==> src/design/uart_parity_pkg.sv <==
package uart_parity_pkg;

   // ==========================================================
   // Register map (index, byte address is four times the index)
   localparam logic [7:0]  IDX_STATUS   = 8'h20;
   localparam logic [7:0]  IDX_DATA     = 8'h21;
   localparam logic [7:0]  IDX_BAUD     = 8'h22;
   localparam logic [7:0]  IDX_CTRL1    = 8'h23;
   localparam logic [7:0]  IDX_CTRL2    = 8'h24;
   localparam logic [11:0] ADDR_STATUS  = {2'b00, IDX_STATUS, 2'b00};
   localparam logic [11:0] ADDR_DATA    = {2'b00, IDX_DATA, 2'b00};
   localparam logic [11:0] ADDR_BAUD    = {2'b00, IDX_BAUD, 2'b00};
   localparam logic [11:0] ADDR_CTRL1   = {2'b00, IDX_CTRL1, 2'b00};
   localparam logic [11:0] ADDR_CTRL2   = {2'b00, IDX_CTRL2, 2'b00};

   // ==========================================================
   // Reset values
   localparam logic [7:0]  STATUS_RESET = 8'hC0;
   localparam logic [7:0]  CTRL1_RESET  = 8'h00;
   localparam logic [7:0]  CTRL2_RESET  = 8'h00;
   localparam logic [7:0]  BAUD_RESET   = 8'h00;

   // ==========================================================
   // Timing: 16 samples per bit, majority vote around the middle
   localparam logic [3:0]  VOTE_FIRST   = 4'h7;
   localparam logic [3:0]  VOTE_MID     = 4'h8;
   localparam logic [3:0]  VOTE_LAST    = 4'h9;
   localparam logic [3:0]  SUB_LAST     = 4'hF;
   localparam logic [3:0]  BITS_SHORT   = 4'hA;   // Start, 8 bits, stop
   localparam logic [3:0]  BITS_LONG    = 4'hB;   // Start, 9 bits, stop

   // ==========================================================
   // Field layouts
   typedef struct packed {
      logic tx_empty_flag;
      logic tx_done_flag;
      logic rx_full_flag;
      logic idle_flag;
      logic overrun_flag;
      logic noise_flag;
      logic framing_error_flag;
      logic parity_error_flag;
   } status_t;

   typedef struct packed {
      logic rx_ninth_bit;
      logic tx_ninth_bit;
      logic serial_power_down;
      logic word_nine;
      logic wake_by_address;
      logic parity_enable;
      logic parity_odd_select;
      logic parity_irq_en;
   } ctrl1_t;

   typedef struct packed {
      logic tx_empty_irq_en;
      logic tx_done_irq_en;
      logic rx_irq_en;
      logic idle_irq_en;
      logic tx_enable;
      logic rx_enable;
      logic rx_mute;
      logic send_break;
   } ctrl2_t;

   typedef struct packed {
      logic [1:0] prescale_sel;
      logic [2:0] tx_rate_sel;
      logic [2:0] rx_rate_sel;
   } baud_t;

   typedef enum logic {TX_IDLE, TX_SEND} tx_state_t;
   typedef enum logic {RX_IDLE, RX_BITS} rx_state_t;

endpackage

==> src/design/uart_parity_status_control.sv <==
// Contract
// - Frame is start, 8/7+parity/9/8+parity data, stop per word length and parity enable.
// - Even parity gives even ones count over low data bits plus parity.
// - Odd select gives odd ones count over low data bits plus parity.
// - With parity on, parity bit replaces the written word's top bit.
// - Receiver checks parity, sets parity error, interrupts when parity irq enabled.
// - Address mark wake judges the top data bit, never the parity bit.
// - Enabled serial events wake from wait mode, never from halt mode.
// - Halt suspends transmit and receive, clears sample dividers, freezes other registers; bus answer, line synchroniser, request and wake flops still clock.
// - One shared request: flag and enable set, processor mask clear.
// - Tx empty sets on load into shifter; no reload until cleared.
// - Tx done sets at end of data, preamble or break frame.
// - Rx full sets when a word reaches the buffer; cleared by status then read.
// - Idle flag once per received word, never on a mute wake idle.
// - Word arriving with rx full sets overrun, keeps buffered word.
// - Noise flag set with the frame, no own interrupt, cleared by status then read.
// - Framing error without own interrupt; suppressed when overrun also happens.
// - Parity error cleared by status read then any data access.
// - Nine-bit mode stores ninth received bit, sends software ninth bit.
// - Power-down stops prescalers and output after byte in progress; a queued data, preamble or break frame still loads and is sent.
// - Wake method bit: zero idle line, one address mark.
// - Parity settings take effect after current byte; parity in top position.
// - Rx irq enable covers overrun and rx full; idle enable covers idle.
//
// Implementation choices: register access over APB and the register offsets.
module uart_parity_status_control
   import uart_parity_pkg::*;
(
   input  wire logic        clock,
   input  wire logic        reset_n,
   input  wire logic        psel,
   input  wire logic        penable,
   input  wire logic        pwrite,
   input  wire logic [11:0] paddr,
   input  wire logic [31:0] pwdata,
   output logic      [31:0] prdata,
   output logic             pready,
   output logic             pslverr,
   input  wire logic        rxPin,
   output logic             txPin,
   input  wire logic        cpuIrqMask,
   input  wire logic        waitMode,
   input  wire logic        haltMode,
   output logic             irqRequest,
   output logic             wakeRequest
);

   // ==========================================================
   // State
   status_t     flags_reg;
   status_t     seen_reg;
   logic        seenValid_reg;
   ctrl1_t      ctrl1_reg;
   ctrl2_t      ctrl2_reg;
   baud_t       baud_reg;
   logic [7:0]  txHold_reg;
   logic [7:0]  rxBuf_reg;
   logic [31:0] prdata_reg;
   logic        pready_reg;
   logic        pslverr_reg;
   logic        irq_reg;
   logic        wake_reg;
   logic        txPin_reg;
   tx_state_t   txState_reg;
   logic [11:0] txShift_reg;
   logic [3:0]  txLeft_reg;
   logic [3:0]  txSub_reg;
   logic [10:0] txTick_reg;
   logic        tePrev_reg;
   logic        prePending_reg;
   rx_state_t   rxState_reg;
   logic [3:0]  rxSub_reg;
   logic [3:0]  rxIdx_reg;
   logic [8:0]  rxData_reg;
   logic [1:0]  votes_reg;
   logic        noiseAcc_reg;
   logic        rxNine_reg;
   logic        rxPce_reg;
   logic        rxOdd_reg;
   logic [10:0] rxTick_reg;
   logic [7:0]  idleCnt_reg;
   logic        idleArmed_reg;
   logic        rxMeta_reg;
   logic        rxLine_reg;

   // Prescaler times rate divisor, counted in clock cycles per sample
   function automatic logic [10:0] rateDiv(input logic [1:0] pre, input logic [2:0] rate);
      logic [10:0] base;
      base = 11'h001;
      unique case (pre)
         2'b00: base = 11'h001;
         2'b01: base = 11'h003;
         2'b10: base = 11'h004;
         2'b11: base = 11'h00D;
      endcase
      return base << rate;
   endfunction

   // ==========================================================
   // APB decode; side effects only at the completing edge
   wire setupPhase = psel & penable & ~pready_reg;
   wire accessDone = psel & penable & pready_reg;
   wire actOk      = accessDone & ~haltMode;
   wire hitStatus  = paddr == ADDR_STATUS;
   wire hitData    = paddr == ADDR_DATA;
   wire hitBaud    = paddr == ADDR_BAUD;
   wire hitCtrl1   = paddr == ADDR_CTRL1;
   wire hitCtrl2   = paddr == ADDR_CTRL2;
   wire hitAny     = hitStatus | hitData | hitBaud | hitCtrl1 | hitCtrl2;
   wire statusAcc  = actOk & hitStatus;
   wire dataRead   = actOk & hitData & ~pwrite;
   wire dataWrite  = actOk & hitData & pwrite;
   wire wrBaud     = actOk & hitBaud & pwrite;
   wire wrCtrl1    = actOk & hitCtrl1 & pwrite;
   wire wrCtrl2    = actOk & hitCtrl2 & pwrite;
   wire clrRead    = dataRead & seenValid_reg;
   wire clrWrite   = dataWrite & seenValid_reg;
   wire clrParity  = (dataRead | dataWrite) & seenValid_reg;
   wire [7:0] readByte = hitStatus ? flags_reg :
                         hitData   ? rxBuf_reg :
                         hitBaud   ? baud_reg  :
                         hitCtrl1  ? ctrl1_reg :
                         hitCtrl2  ? ctrl2_reg : 8'h00;

   // Bus slave answers with one wait state
   always_ff @(posedge clock or negedge reset_n) begin
      if (!reset_n) begin
         pready_reg  <= 1'b0;
         pslverr_reg <= 1'b0;
         prdata_reg  <= 32'h0000_0000;
      end else begin
         pready_reg  <= setupPhase;
         pslverr_reg <= setupPhase & ~hitAny;
         if (setupPhase) begin
            prdata_reg <= {24'h00_0000, readByte};
         end
      end
   end

   // ==========================================================
   // Transmitter timing; stops in halt and when powered down idle
   wire [10:0] txDiv    = rateDiv(baud_reg.prescale_sel, baud_reg.tx_rate_sel);
   wire        txBusy   = txState_reg == TX_SEND;
   wire        txRun    = ~haltMode & (~ctrl1_reg.serial_power_down | txBusy);
   wire        txSample = txRun & (txTick_reg == txDiv - 11'h001);
   wire        txBitEnd = txSample & txBusy & (txSub_reg == SUB_LAST);
   wire        txFinish = txBitEnd & (txLeft_reg == 4'h1);

   // Frame build: parity computed at load so changes apply to the next byte
   wire       nineTx    = ctrl1_reg.word_nine;
   wire [3:0] txBits    = nineTx ? BITS_LONG : BITS_SHORT;
   wire       txParity  = (nineTx ? ^txHold_reg : ^txHold_reg[6:0])
                          ^ ctrl1_reg.parity_odd_select;
   wire       txTop9    = ctrl1_reg.parity_enable ? txParity : ctrl1_reg.tx_ninth_bit;
   wire       txTop8    = ctrl1_reg.parity_enable ? txParity : txHold_reg[7];
   wire [11:0] dataFrame = nineTx ? {2'b11, txTop9, txHold_reg, 1'b0}
                                  : {3'b111, txTop8, txHold_reg[6:0], 1'b0};
   wire       canLoad   = ~txBusy & ~haltMode & ctrl2_reg.tx_enable;
   wire       loadBreak = canLoad & ctrl2_reg.send_break;
   wire       loadPre   = canLoad & ~ctrl2_reg.send_break & prePending_reg;
   wire       loadData  = canLoad & ~ctrl2_reg.send_break & ~prePending_reg
                          & ~flags_reg.tx_empty_flag;
   wire       txLoad    = loadBreak | loadPre | loadData;
   wire [11:0] loadFrame = loadBreak ? 12'h000 : loadPre ? 12'hFFF : dataFrame;

   // Sample divider
   always_ff @(posedge clock or negedge reset_n) begin
      if (!reset_n) begin
         txTick_reg <= 11'h000;
      end else if (txSample || !txRun) begin
         txTick_reg <= 11'h000;
      end else begin
         txTick_reg <= txTick_reg + 11'h001;
      end
   end

   // Shifter: break, then preamble, then data; LSB first
   always_ff @(posedge clock or negedge reset_n) begin
      if (!reset_n) begin
         txState_reg <= TX_IDLE;
         txShift_reg <= 12'hFFF;
         txLeft_reg  <= 4'h0;
         txSub_reg   <= 4'h0;
      end else if (txLoad) begin
         txState_reg <= TX_SEND;
         txShift_reg <= loadFrame;
         txLeft_reg  <= txBits;
         txSub_reg   <= 4'h0;
      end else if (txSample && txBusy) begin
         txSub_reg <= txSub_reg + 4'h1;
         if (txBitEnd) begin
            txShift_reg <= {1'b1, txShift_reg[11:1]};
            txLeft_reg  <= txLeft_reg - 4'h1;
            if (txFinish) begin
               txState_reg <= TX_IDLE;
            end
         end
      end
   end

   // A rising transmit enable queues one preamble frame
   always_ff @(posedge clock or negedge reset_n) begin
      if (!reset_n) begin
         tePrev_reg     <= 1'b0;
         prePending_reg <= 1'b0;
         txPin_reg      <= 1'b1;
      end else if (!haltMode) begin
         tePrev_reg     <= ctrl2_reg.tx_enable;
         prePending_reg <= (ctrl2_reg.tx_enable & ~tePrev_reg) | (prePending_reg & ~loadPre);
         txPin_reg      <= txBusy ? txShift_reg[0] : 1'b1;
      end
   end

   // ==========================================================
   // Receiver: pin synchroniser, then 16x sampling with 3-sample vote
   wire [10:0] rxDiv    = rateDiv(baud_reg.prescale_sel, baud_reg.rx_rate_sel);
   wire        rxBusy   = rxState_reg == RX_BITS;
   wire        rxRun    = ~haltMode & ctrl2_reg.rx_enable
                          & (~ctrl1_reg.serial_power_down | rxBusy);
   wire        rxSample = rxRun & (rxTick_reg == rxDiv - 11'h001);
   wire        bitVal   = (votes_reg[0] & votes_reg[1]) | (votes_reg[0] & rxLine_reg)
                          | (votes_reg[1] & rxLine_reg);
   wire        bitNoisy = ~((votes_reg[0] == votes_reg[1]) & (votes_reg[1] == rxLine_reg));
   wire        atVote   = rxSample & rxBusy & (rxSub_reg == VOTE_LAST);
   wire [3:0]  lastIdx  = rxNine_reg ? BITS_LONG - 4'h1 : BITS_SHORT - 4'h1;
   wire        falseStart = atVote & (rxIdx_reg == 4'h0) & bitVal;
   wire        wordDone = atVote & (rxIdx_reg == lastIdx);
   wire        wordNoise = noiseAcc_reg | bitNoisy;
   wire        wordFrame = ~bitVal;
   wire        rxXor    = rxNine_reg ? ^rxData_reg : ^rxData_reg[7:0];
   wire        wordParBad = rxPce_reg & (rxXor != rxOdd_reg);
   wire        rxMsb    = rxNine_reg ? (rxPce_reg ? rxData_reg[7] : rxData_reg[8])
                                     : (rxPce_reg ? rxData_reg[6] : rxData_reg[7]);
   wire [3:0]  dataPos  = rxIdx_reg - 4'h1;
   wire [3:0]  txBitsRx = ctrl1_reg.word_nine ? BITS_LONG : BITS_SHORT;
   wire [7:0]  idleTarget = {txBitsRx, 4'h0};
   wire        idleEvent = rxSample & ~rxBusy & rxLine_reg & (idleCnt_reg == idleTarget - 8'h01);

   // Mute handling and word acceptance
   wire muted     = ctrl2_reg.rx_mute;
   wire addrWake  = wordDone & muted & ctrl1_reg.wake_by_address & rxMsb;
   wire idleWake  = idleEvent & muted & ~ctrl1_reg.wake_by_address;
   wire acceptWord = wordDone & (~muted | addrWake);
   wire setOverrun = acceptWord & flags_reg.rx_full_flag;
   wire setRxFull  = acceptWord & ~flags_reg.rx_full_flag;
   wire setIdle    = idleEvent & ~muted & idleArmed_reg;

   // Two-flop synchroniser on the line
   always_ff @(posedge clock or negedge reset_n) begin
      if (!reset_n) begin
         rxMeta_reg <= 1'b1;
         rxLine_reg <= 1'b1;
      end else begin
         rxMeta_reg <= rxPin;
         rxLine_reg <= rxMeta_reg;
      end
   end

   // Sample divider
   always_ff @(posedge clock or negedge reset_n) begin
      if (!reset_n) begin
         rxTick_reg <= 11'h000;
      end else if (rxSample || !rxRun) begin
         rxTick_reg <= 11'h000;
      end else begin
         rxTick_reg <= rxTick_reg + 11'h001;
      end
   end

   // Bit sequencer; format latched at the start edge so mid-word changes wait
   always_ff @(posedge clock or negedge reset_n) begin
      if (!reset_n) begin
         rxState_reg  <= RX_IDLE;
         rxSub_reg    <= 4'h0;
         rxIdx_reg    <= 4'h0;
         rxData_reg   <= 9'h000;
         votes_reg    <= 2'b11;
         noiseAcc_reg <= 1'b0;
         rxNine_reg   <= 1'b0;
         rxPce_reg    <= 1'b0;
         rxOdd_reg    <= 1'b0;
      end else if (!ctrl2_reg.rx_enable && !haltMode) begin
         rxState_reg <= RX_IDLE;
      end else if (rxSample) begin
         if (!rxBusy) begin
            if (!rxLine_reg) begin
               rxState_reg  <= RX_BITS;
               rxSub_reg    <= 4'h1;
               rxIdx_reg    <= 4'h0;
               noiseAcc_reg <= 1'b0;
               rxNine_reg   <= ctrl1_reg.word_nine;
               rxPce_reg    <= ctrl1_reg.parity_enable;
               rxOdd_reg    <= ctrl1_reg.parity_odd_select;
            end
         end else begin
            rxSub_reg <= rxSub_reg + 4'h1;
            if (rxSub_reg == VOTE_FIRST) begin
               votes_reg[0] <= rxLine_reg;
            end
            if (rxSub_reg == VOTE_MID) begin
               votes_reg[1] <= rxLine_reg;
            end
            if (atVote) begin
               noiseAcc_reg <= wordNoise;
               if (falseStart || wordDone) begin
                  rxState_reg <= RX_IDLE;
               end else if (rxIdx_reg != 4'h0) begin
                  rxData_reg[dataPos] <= bitVal;
               end
            end
            if (rxSub_reg == SUB_LAST) begin
               rxIdx_reg <= rxIdx_reg + 4'h1;
            end
         end
      end
   end

   // Idle line counter; fires once per idle stretch
   always_ff @(posedge clock or negedge reset_n) begin
      if (!reset_n) begin
         idleCnt_reg   <= 8'h00;
         idleArmed_reg <= 1'b0;
      end else if (!haltMode) begin
         if (rxBusy || (rxSample && !rxLine_reg)) begin
            idleCnt_reg <= 8'h00;
         end else if (rxSample && idleCnt_reg != idleTarget) begin
            idleCnt_reg <= idleCnt_reg + 8'h01;
         end
         idleArmed_reg <= setRxFull | (idleArmed_reg & ~setIdle);
      end
   end

   // ==========================================================
   // Status flags: set wins over the clearing sequence
   status_t flags_next;
   assign flags_next.tx_empty_flag      = loadData | (flags_reg.tx_empty_flag
                                          & ~(clrWrite & seen_reg.tx_empty_flag));
   assign flags_next.tx_done_flag       = txFinish | (flags_reg.tx_done_flag
                                          & ~(clrWrite & seen_reg.tx_done_flag));
   assign flags_next.rx_full_flag       = setRxFull | (flags_reg.rx_full_flag
                                          & ~(clrRead & seen_reg.rx_full_flag));
   assign flags_next.idle_flag          = setIdle | (flags_reg.idle_flag
                                          & ~(clrRead & seen_reg.idle_flag));
   assign flags_next.overrun_flag       = setOverrun | (flags_reg.overrun_flag
                                          & ~(clrRead & seen_reg.overrun_flag));
   assign flags_next.noise_flag         = (setRxFull & wordNoise) | (flags_reg.noise_flag
                                          & ~(clrRead & seen_reg.noise_flag));
   assign flags_next.framing_error_flag = (setRxFull & wordFrame) | (flags_reg.framing_error_flag
                                          & ~(clrRead & seen_reg.framing_error_flag));
   assign flags_next.parity_error_flag  = (setRxFull & wordParBad) | (flags_reg.parity_error_flag
                                          & ~(clrParity & seen_reg.parity_error_flag));

   // Flags, status snapshot and receive buffer; all frozen in halt
   always_ff @(posedge clock or negedge reset_n) begin
      if (!reset_n) begin
         flags_reg     <= STATUS_RESET;
         seen_reg      <= 8'h00;
         seenValid_reg <= 1'b0;
         rxBuf_reg     <= 8'h00;
      end else if (!haltMode) begin
         flags_reg <= flags_next;
         if (statusAcc) begin
            seen_reg      <= flags_reg;
            seenValid_reg <= 1'b1;
         end else if (dataRead || dataWrite) begin
            seenValid_reg <= 1'b0;
         end
         if (setRxFull) begin
            rxBuf_reg <= rxData_reg[7:0];
         end
      end
   end

   // ==========================================================
   // Control registers; a software write to mute beats a wake in the same cycle
   always_ff @(posedge clock or negedge reset_n) begin
      if (!reset_n) begin
         ctrl1_reg  <= CTRL1_RESET;
         ctrl2_reg  <= CTRL2_RESET;
         baud_reg   <= BAUD_RESET;
         txHold_reg <= 8'h00;
      end else if (!haltMode) begin
         if (wrCtrl1) begin
            ctrl1_reg[6:0] <= pwdata[6:0];
         end
         if (setRxFull) begin
            ctrl1_reg.rx_ninth_bit <= rxData_reg[8];
         end
         if (wrCtrl2) begin
            ctrl2_reg <= pwdata[7:0];
         end else if (addrWake || idleWake) begin
            ctrl2_reg.rx_mute <= 1'b0;
         end
         if (wrBaud) begin
            baud_reg <= pwdata[7:0];
         end
         if (dataWrite) begin
            txHold_reg <= pwdata[7:0];
         end
      end
   end

   // ==========================================================
   // Shared request and wait-mode wake
   wire evtPending = (flags_reg.tx_empty_flag & ctrl2_reg.tx_empty_irq_en)
                   | (flags_reg.tx_done_flag & ctrl2_reg.tx_done_irq_en)
                   | ((flags_reg.rx_full_flag | flags_reg.overrun_flag) & ctrl2_reg.rx_irq_en)
                   | (flags_reg.idle_flag & ctrl2_reg.idle_irq_en)
                   | (flags_reg.parity_error_flag & ctrl1_reg.parity_irq_en);

   always_ff @(posedge clock or negedge reset_n) begin
      if (!reset_n) begin
         irq_reg  <= 1'b0;
         wake_reg <= 1'b0;
      end else begin
         irq_reg  <= evtPending & ~cpuIrqMask;
         wake_reg <= evtPending & waitMode & ~haltMode;
      end
   end

   assign prdata      = prdata_reg;
   assign pready      = pready_reg;
   assign pslverr     = pslverr_reg;
   assign txPin       = txPin_reg;
   assign irqRequest  = irq_reg;
   assign wakeRequest = wake_reg;

endmodule

==> config.mk <==
export PLATFORM = sky130hd
export DESIGN_NAME = uart_parity_status_control
export DESIGN_NICKNAME = d
export VERILOG_FILES = /design/src/design/uart_parity_pkg.sv /design/src/design/uart_parity_status_control.sv
export SDC_FILE = /design/constraint.sdc
export NUM_CORES = 1
export LEC_CHECK = 0
export BUFFER_PORTS_ARGS = -buffer_cell sky130_fd_sc_hd__buf_4
export CAP_MARGIN = 20
export CORE_UTILIZATION = 54
export DETAILED_ROUTE_END_ITERATION = 10
export GPL_ROUTABILITY_DRIVEN = 0
export PLACE_DENSITY = 0.77
export SYNTH_ARGS = -nofsm -noshare
export SYNTH_HDL_FRONTEND = slang
export SYNTH_SLANG_ARGS = --single-unit
==> constraint.sdc <==
create_clock -name clock -period 3.8 [get_ports clock]
set_input_delay 0.95 -clock clock [delete_from_list [all_inputs] [get_ports clock]]
set_output_delay 0.95 -clock clock [all_outputs]
set_load 0.02 [all_outputs]
# Yosys cells after proc, flatten, opt, wreduce, memory -nomap -nowiden
# Index checks and enable logic that the tools add are counted.
# totals
ff_bits	150
in_bits	53
output_inout_bits	37
elab_cells	355
# classes
n_addsub	11
magnitude_cmp	2
eq_ne	25
shifts	2
muxes	56
n_bitwise	145
reduce_logical	48
# op_table
op	count
$and 1x1->1	86
$eq 12x8->1 const B	5
$mux 8	7
$mux 12	4
$pmux 11 s4	1
$mux 4	10
$not 1->1	30
$or 1x1->1	28
$mux 1	27
$add 11x1->11 const B	2
$eq 11x11->1	2
$mux 11	2
$shl 11x3->11	2
$sub 11x1->11 const B	2
$mux 10	2
$reduce_and 2->1	10
$reduce_and 4->1	5
$eq 4x4->1 const B	4
$reduce_xor 8->1	2
$reduce_bool 2->1	7
$add 4x1->4 const B	3
$bwmux 9	1
$reduce_xor 9->1	1
$add 8x1->8 const B	1
27 further kinds	45

# Longest topological paths before layout
# depth
ltp_word	17
ltp_mapped	19
ltp_nobuf	13

# Least setup slack after synthesis
# Ideal clock, no wire load.
# synth_path
kind	register to register
start	register baud_reg[6] in the netlist's numbering
end	register rxData_reg[8]
setup_ns	0.128
t_arrival_ns	3.745
t_required_ns	3.672
path_slack_ns	-0.073
path_stages_with_launch	18
path_buffers	5
synth_period_minus_slack_ns	3.873
path_cell_list	dfrtp_1 buf_2 buf_2 buf_2 maj3_1 nand2_1 ha_1 buf_1 xnor2_1 nand2_1 o2bb2ai_1 a2111o_1 nor4_1 and4_1 buf_6 nand4_4 nor4_1 mux2_1
# synth_via
elab_chain_cells	13
elab_cells_between_ends	17
classes_between	add/sub (1); eq/ne (4); shift (1); mux (1); bitwise (7); reduce/logical (3)
# synth_lines
element	line_no	source
start: declaration	uart_parity_status_control.sv:55	baud_t baud_reg;
start signal: assignment	uart_parity_status_control.sv:395	baud_reg <= pwdata[7:0];
$eq 2x2->1 (tied with other cells)	uart_parity_status_control.sv:90	unique case (pre)
$pmux 11 s4 (*)	uart_parity_status_control.sv:90	
$shl 11x3->11 (*)	uart_parity_status_control.sv:96	return base << rate;
$sub 11x1->11 (*)	uart_parity_status_control.sv:220	wire rxSample = rxRun & (rxTick_reg == rxDiv - 11'h001);
$eq 11x11->1 (*)	uart_parity_status_control.sv:220	
$and 1x1->1 (*)	uart_parity_status_control.sv:220	
$and 1x1->1 (2 in series)	uart_parity_status_control.sv:224	wire atVote = rxSample & rxBusy & (rxSub_reg == VOTE_LAST);
$and 1x1->1 (2 in series)	uart_parity_status_control.sv:226	wire falseStart = atVote & (rxIdx_reg == 4'h0) & bitVal;
$logic_or 1x1->1	uart_parity_status_control.sv:305	if (falseStart || wordDone) begin
$not 1->1 (no source line)	n/a	
$reduce_and 6->1 (no source line) (*)	n/a	
end signal: indexed assignment	uart_parity_status_control.sv:308	rxData_reg[dataPos] <= bitVal;
end: declaration	uart_parity_status_control.sv:74	logic [8:0] rxData_reg;
# Mark *: on every way between the ends. The rest lies on a longest branch, timed or not. The select of a mux whose other input is x is not followed.
# A chain may end at the register's enable or synchronous reset.

# Worst setup path in the final report
# layout_path
start	register baud_reg[6] in the netlist's numbering
end	register idleCnt_reg[4]
# layout_via
elab_chain_cells	10
elab_cells_between_ends	15
classes_between	add/sub (1); eq/ne (4); shift (1); mux (2); bitwise (1); reduce/logical (6)
# layout_lines
element	line_no	source
$eq 2x2->1 (tied with other cells)	uart_parity_status_control.sv:90	
$pmux 11 s4 (*)	uart_parity_status_control.sv:90	
$shl 11x3->11 (*)	uart_parity_status_control.sv:96	
$sub 11x1->11 (*)	uart_parity_status_control.sv:220	
$eq 11x11->1 (*)	uart_parity_status_control.sv:220	
$and 1x1->1 (*)	uart_parity_status_control.sv:220	
$logic_and 1x1->1	uart_parity_status_control.sv:324	if (rxBusy || (rxSample && !rxLine_reg)) begin
$logic_or 1x1->1	uart_parity_status_control.sv:324	
$reduce_bool 2->1 (no source line)	n/a	
$reduce_and 2->1 (no source line)	n/a	
end signal: assignment	uart_parity_status_control.sv:327	idleCnt_reg <= idleCnt_reg + 8'h01;
end: declaration	uart_parity_status_control.sv:81	logic [7:0] idleCnt_reg;
# Marked as above.

==> impl_metrics.toml <==
[global_routing]
grt_util_met2_pct = 39.75
overflow = 0
grt_pass1_wl_um = 32620
busiest_layer = "met2"
use_met1_pct = 35.06
antenna_found_initial = 0
met3_usage_pct = 5.409
grt_max_degree = 80
grt_pass1_vias = 6282
grt_util_all_layers_pct = 25.40

[cells_and_area]
n_antenna_cell = 0
fin_util_pct = 62.75
drive_gt1_share_pct = 21.92
stdcell_area_um2 = 9968
syn_to_final_growth_pct = 13.73
finish.net_count = 1027
stdcell_count = 1183
largest_reg_flops = 12
fill_cells = 1314

[timing]
tns_ps = 0
setup_viol = 0
fin_crit_ps = 3639
final.setup_skew_ps = 6.232
max_freq_mhz = 274.8
period_share_pct = 95.77
worst_slew_pin_slew_ps = 850.2
hold_viol = 0
drv_slew = 0
relSlewSlack_pct = 42.98
rsz0062_at_grt = "yes"

[drt]
drc = 0
routedWlPerCell_um = 16.83
vias_per_cell = 5.764
route.antenna.remaining_nets = 0
drt-initial-drc-count = 627
wirelength_um = 19910
first_pass_iters = 6
vias = 6819

[placed_design]
port_buffers = 41
dp_hpwl_um = 14120
placed_cell_area_um2 = 9319
dp_cells = 1149

[worst_setup_path]
critPathTopFamily = "simple AND/OR/NAND/NOR gates"
crit_chain = "buf_4 -> maj3_1 -> nand2_1 -> ha_2 -> nor2b_1 -> nor2b_1 -> o31ai_1 -> a31oi_1 -> xnor2_1 -> and4_4 -> buf_12 -> a32oi_1 -> or4b_1 -> nand2_1"
crit_arrival_ps = 3990
start_kind = "flip-flop"
max_stage_delay_ps = 530
cp_slowest_cell = "a32oi_1"
reg2regPathDepth = 14
path_class = "reg -> reg"
cp.required_ps = 4150
crit_path_max_fanout = 15
cp-end-kind = "flip-flop"
worst-path-stages = 14
path_buf_inv = 2

[clocking]
cts_hold_buffers = 0
tritoncts = "yes"
cts_root_buffer = "clkbuf_16"
cts_buffer_depth = 2
htree_levels = 4
cts_num_sinks = 150
cts_buffers = 17
clk_latency_ps = 420
clk_pin_slew_worst_paths_ps = 60

[pwr]
fin_total_pwr_mw = 3.423
power_leakage_nw = 4.487
p_per_area_nw_per_um2 = 343.4
max-vdd-ir-drop_mv = 0.3497

[yosys]
yosys_warnings = 0
ys_types = 85
ys_seq_elements = 150
synth_flop_cell = "dfrtp_1"
synth-async-reset-ratio_pct = 100.0
ys_seq_area_share_pct = 43.10
avgSynthCellArea_um2 = 9.717
synth_edf_count = 0
syn_area_um2 = 8765
synthCells = 902

[die]
initial_utilization_pct = 55.17
pin_count = 90
dieArea_um2 = 16740
rows = 46
die_h_um = 129.4
core_area_um2 = 15890
die_w_um = 129.4

[run_status]
status = "finished clean"

[worst_hold_path]
hold_depth = 0
hp-class = "reg -> reg"

[flow_run]
cap_violations = 0
==> synthesized netlist by cell type (19+ instances only) <==
| cell type | count | area, µm² |
|---|---|---|
| dfrtp_1 | 131 | 3278 |
| nand2b_1 | 20 | 125.1 |
| xor2_1 | 32 | 280.3 |
| inv_1 | 30 | 112.6 |
| ha_1 | 20 | 250.2 |
| nor2_1 | 65 | 244.0 |
| clkbuf_1 | 25 | 93.84 |
| xnor2_1 | 28 | 245.2 |
| mux2_2 | 60 | 675.7 |
| nand3_1 | 52 | 260.3 |
| dfstp_2 | 19 | 499.2 |
| a21oi_1 | 21 | 105.1 |
| nand2_1 | 95 | 356.6 |
| o21ai_0 | 58 | 290.3 |
| buf_4 | 25 | 187.7 |
==> cell families after synthesis <==
| family | synth area share [%] |
|---|---|
| fa+ha+maj | 3.084 |
| buf+inv | 6.039 |
| other cells | 0.04279 |
| mux | 8.180 |
| compound gates | 12.53 |
| xor+xnor | 6.781 |
| flops | 43.10 |
| simple gates | 20.24 |
==> report_power, final <==
part           internal, mW  switching (mW)  leakage [nW]
registers              1.61         0.00916          1.98
clock network          1.03           0.651         0.279
logic                0.0369          0.0921          2.23
total                  2.67           0.752          4.49
==> metrics by stage <==
step                worst slack, ps  hold WS, ps
finish                        160.7        357.7
detailed placement           -32.45        350.1
global placement              65.93        345.6
floorplan                     45.38        345.2
global route                 -39.60        371.6
CTS                           12.81        359.2
==> repair_timing <==
item / 4_1_cts / 5_1_grt
buffers inserted: 1 / 1
endpoints found under the hold margin: 0 / 0
pin swaps: 1 / 1
endpoints found under the setup margin: 9 / 39
gates resized for setup: 0 / 8
==> worst reg2reg max path: stages (launching register included) <==
cell and delay, ps:
dfrtp_1 390, buf_4 200, maj3_1 370, nand2_1 80, ha_2 220, nor2b_1 180
nor2b_1 160, o31ai_1 70, a31oi_1 330, xnor2_1 110, and4_4 220, buf_12 150
a32oi_1 530, or4b_1 490, nand2_1 90
==> layer usage <==
metal  routed length [µm]  part of all wire, %
met1                 9065                   46
met2                 9260                   47
met3                 1112                  5.6
met4                  467                  2.3
met5                    0                    0
==> layout by cell type, fill, tap and decap left out, types with 6 or more instances in the layout <==
| cell type | instances |
|---|---|
| dfrtp_1 | 131 |
| o211ai_1 | 11 |
| a222oi_1 | 9 |
| nor3b_1 | 6 |
| o31ai_1 | 8 |
| nor4_1 | 10 |
| clkbuf_16 | 17 |
| nand2b_1 | 20 |
| nor2_1 | 64 |
| xnor2_1 | 28 |
| o21ai_0 | 58 |
| or3_1 | 11 |
| nand3_1 | 52 |
| nor3_1 | 9 |
| buf_4 | 76 |
| and3_1 | 7 |
| and2_1 | 8 |
| xor2_1 | 32 |
| ha_1 | 19 |
| nor2b_1 | 11 |
| dfstp_2 | 19 |
| inv_1 | 30 |
| conb_1 | 24 |
| mux2_2 | 60 |
| a21oi_1 | 21 |
| nand2_1 | 95 |
==> area by class of cell <==
cell class	count	area (µm²)	share of cell area, %
sequential	150	3777	37.89
multi-input combinational	675	4576	45.90
inverter	30	112.6	1.130
timing repair buffer	80	641.9	6.439
clock inverter	13	157.7	1.582
clock buffer	19	432.9	4.343
tap	216	270.3	2.711
==> path summary, 6_finish.rpt <==
kind	from	to	slack [ps]
hold / removal	rxMeta_reg$_DFF_PN1_	rxLine_reg$_DFF_PN1_	360
max in group asynchronous	reset_n	txShift_reg[10]$_DFFE_PN1P_	2400
min in group asynchronous	reset_n	rxSub_reg[3]$_DFFE_PN0P_	570
setup reg to reg	baud_reg[6]$_DFFE_PN0P_	idleCnt_reg[4]$_DFFE_PN0P_	160
hold reg to reg	rxMeta_reg$_DFF_PN1_	rxLine_reg$_DFF_PN1_	360
setup / recovery	baud_reg[6]$_DFFE_PN0P_	idleCnt_reg[4]$_DFFE_PN0P_	160
Note: power is estimated with default switching activity, not from simulation.
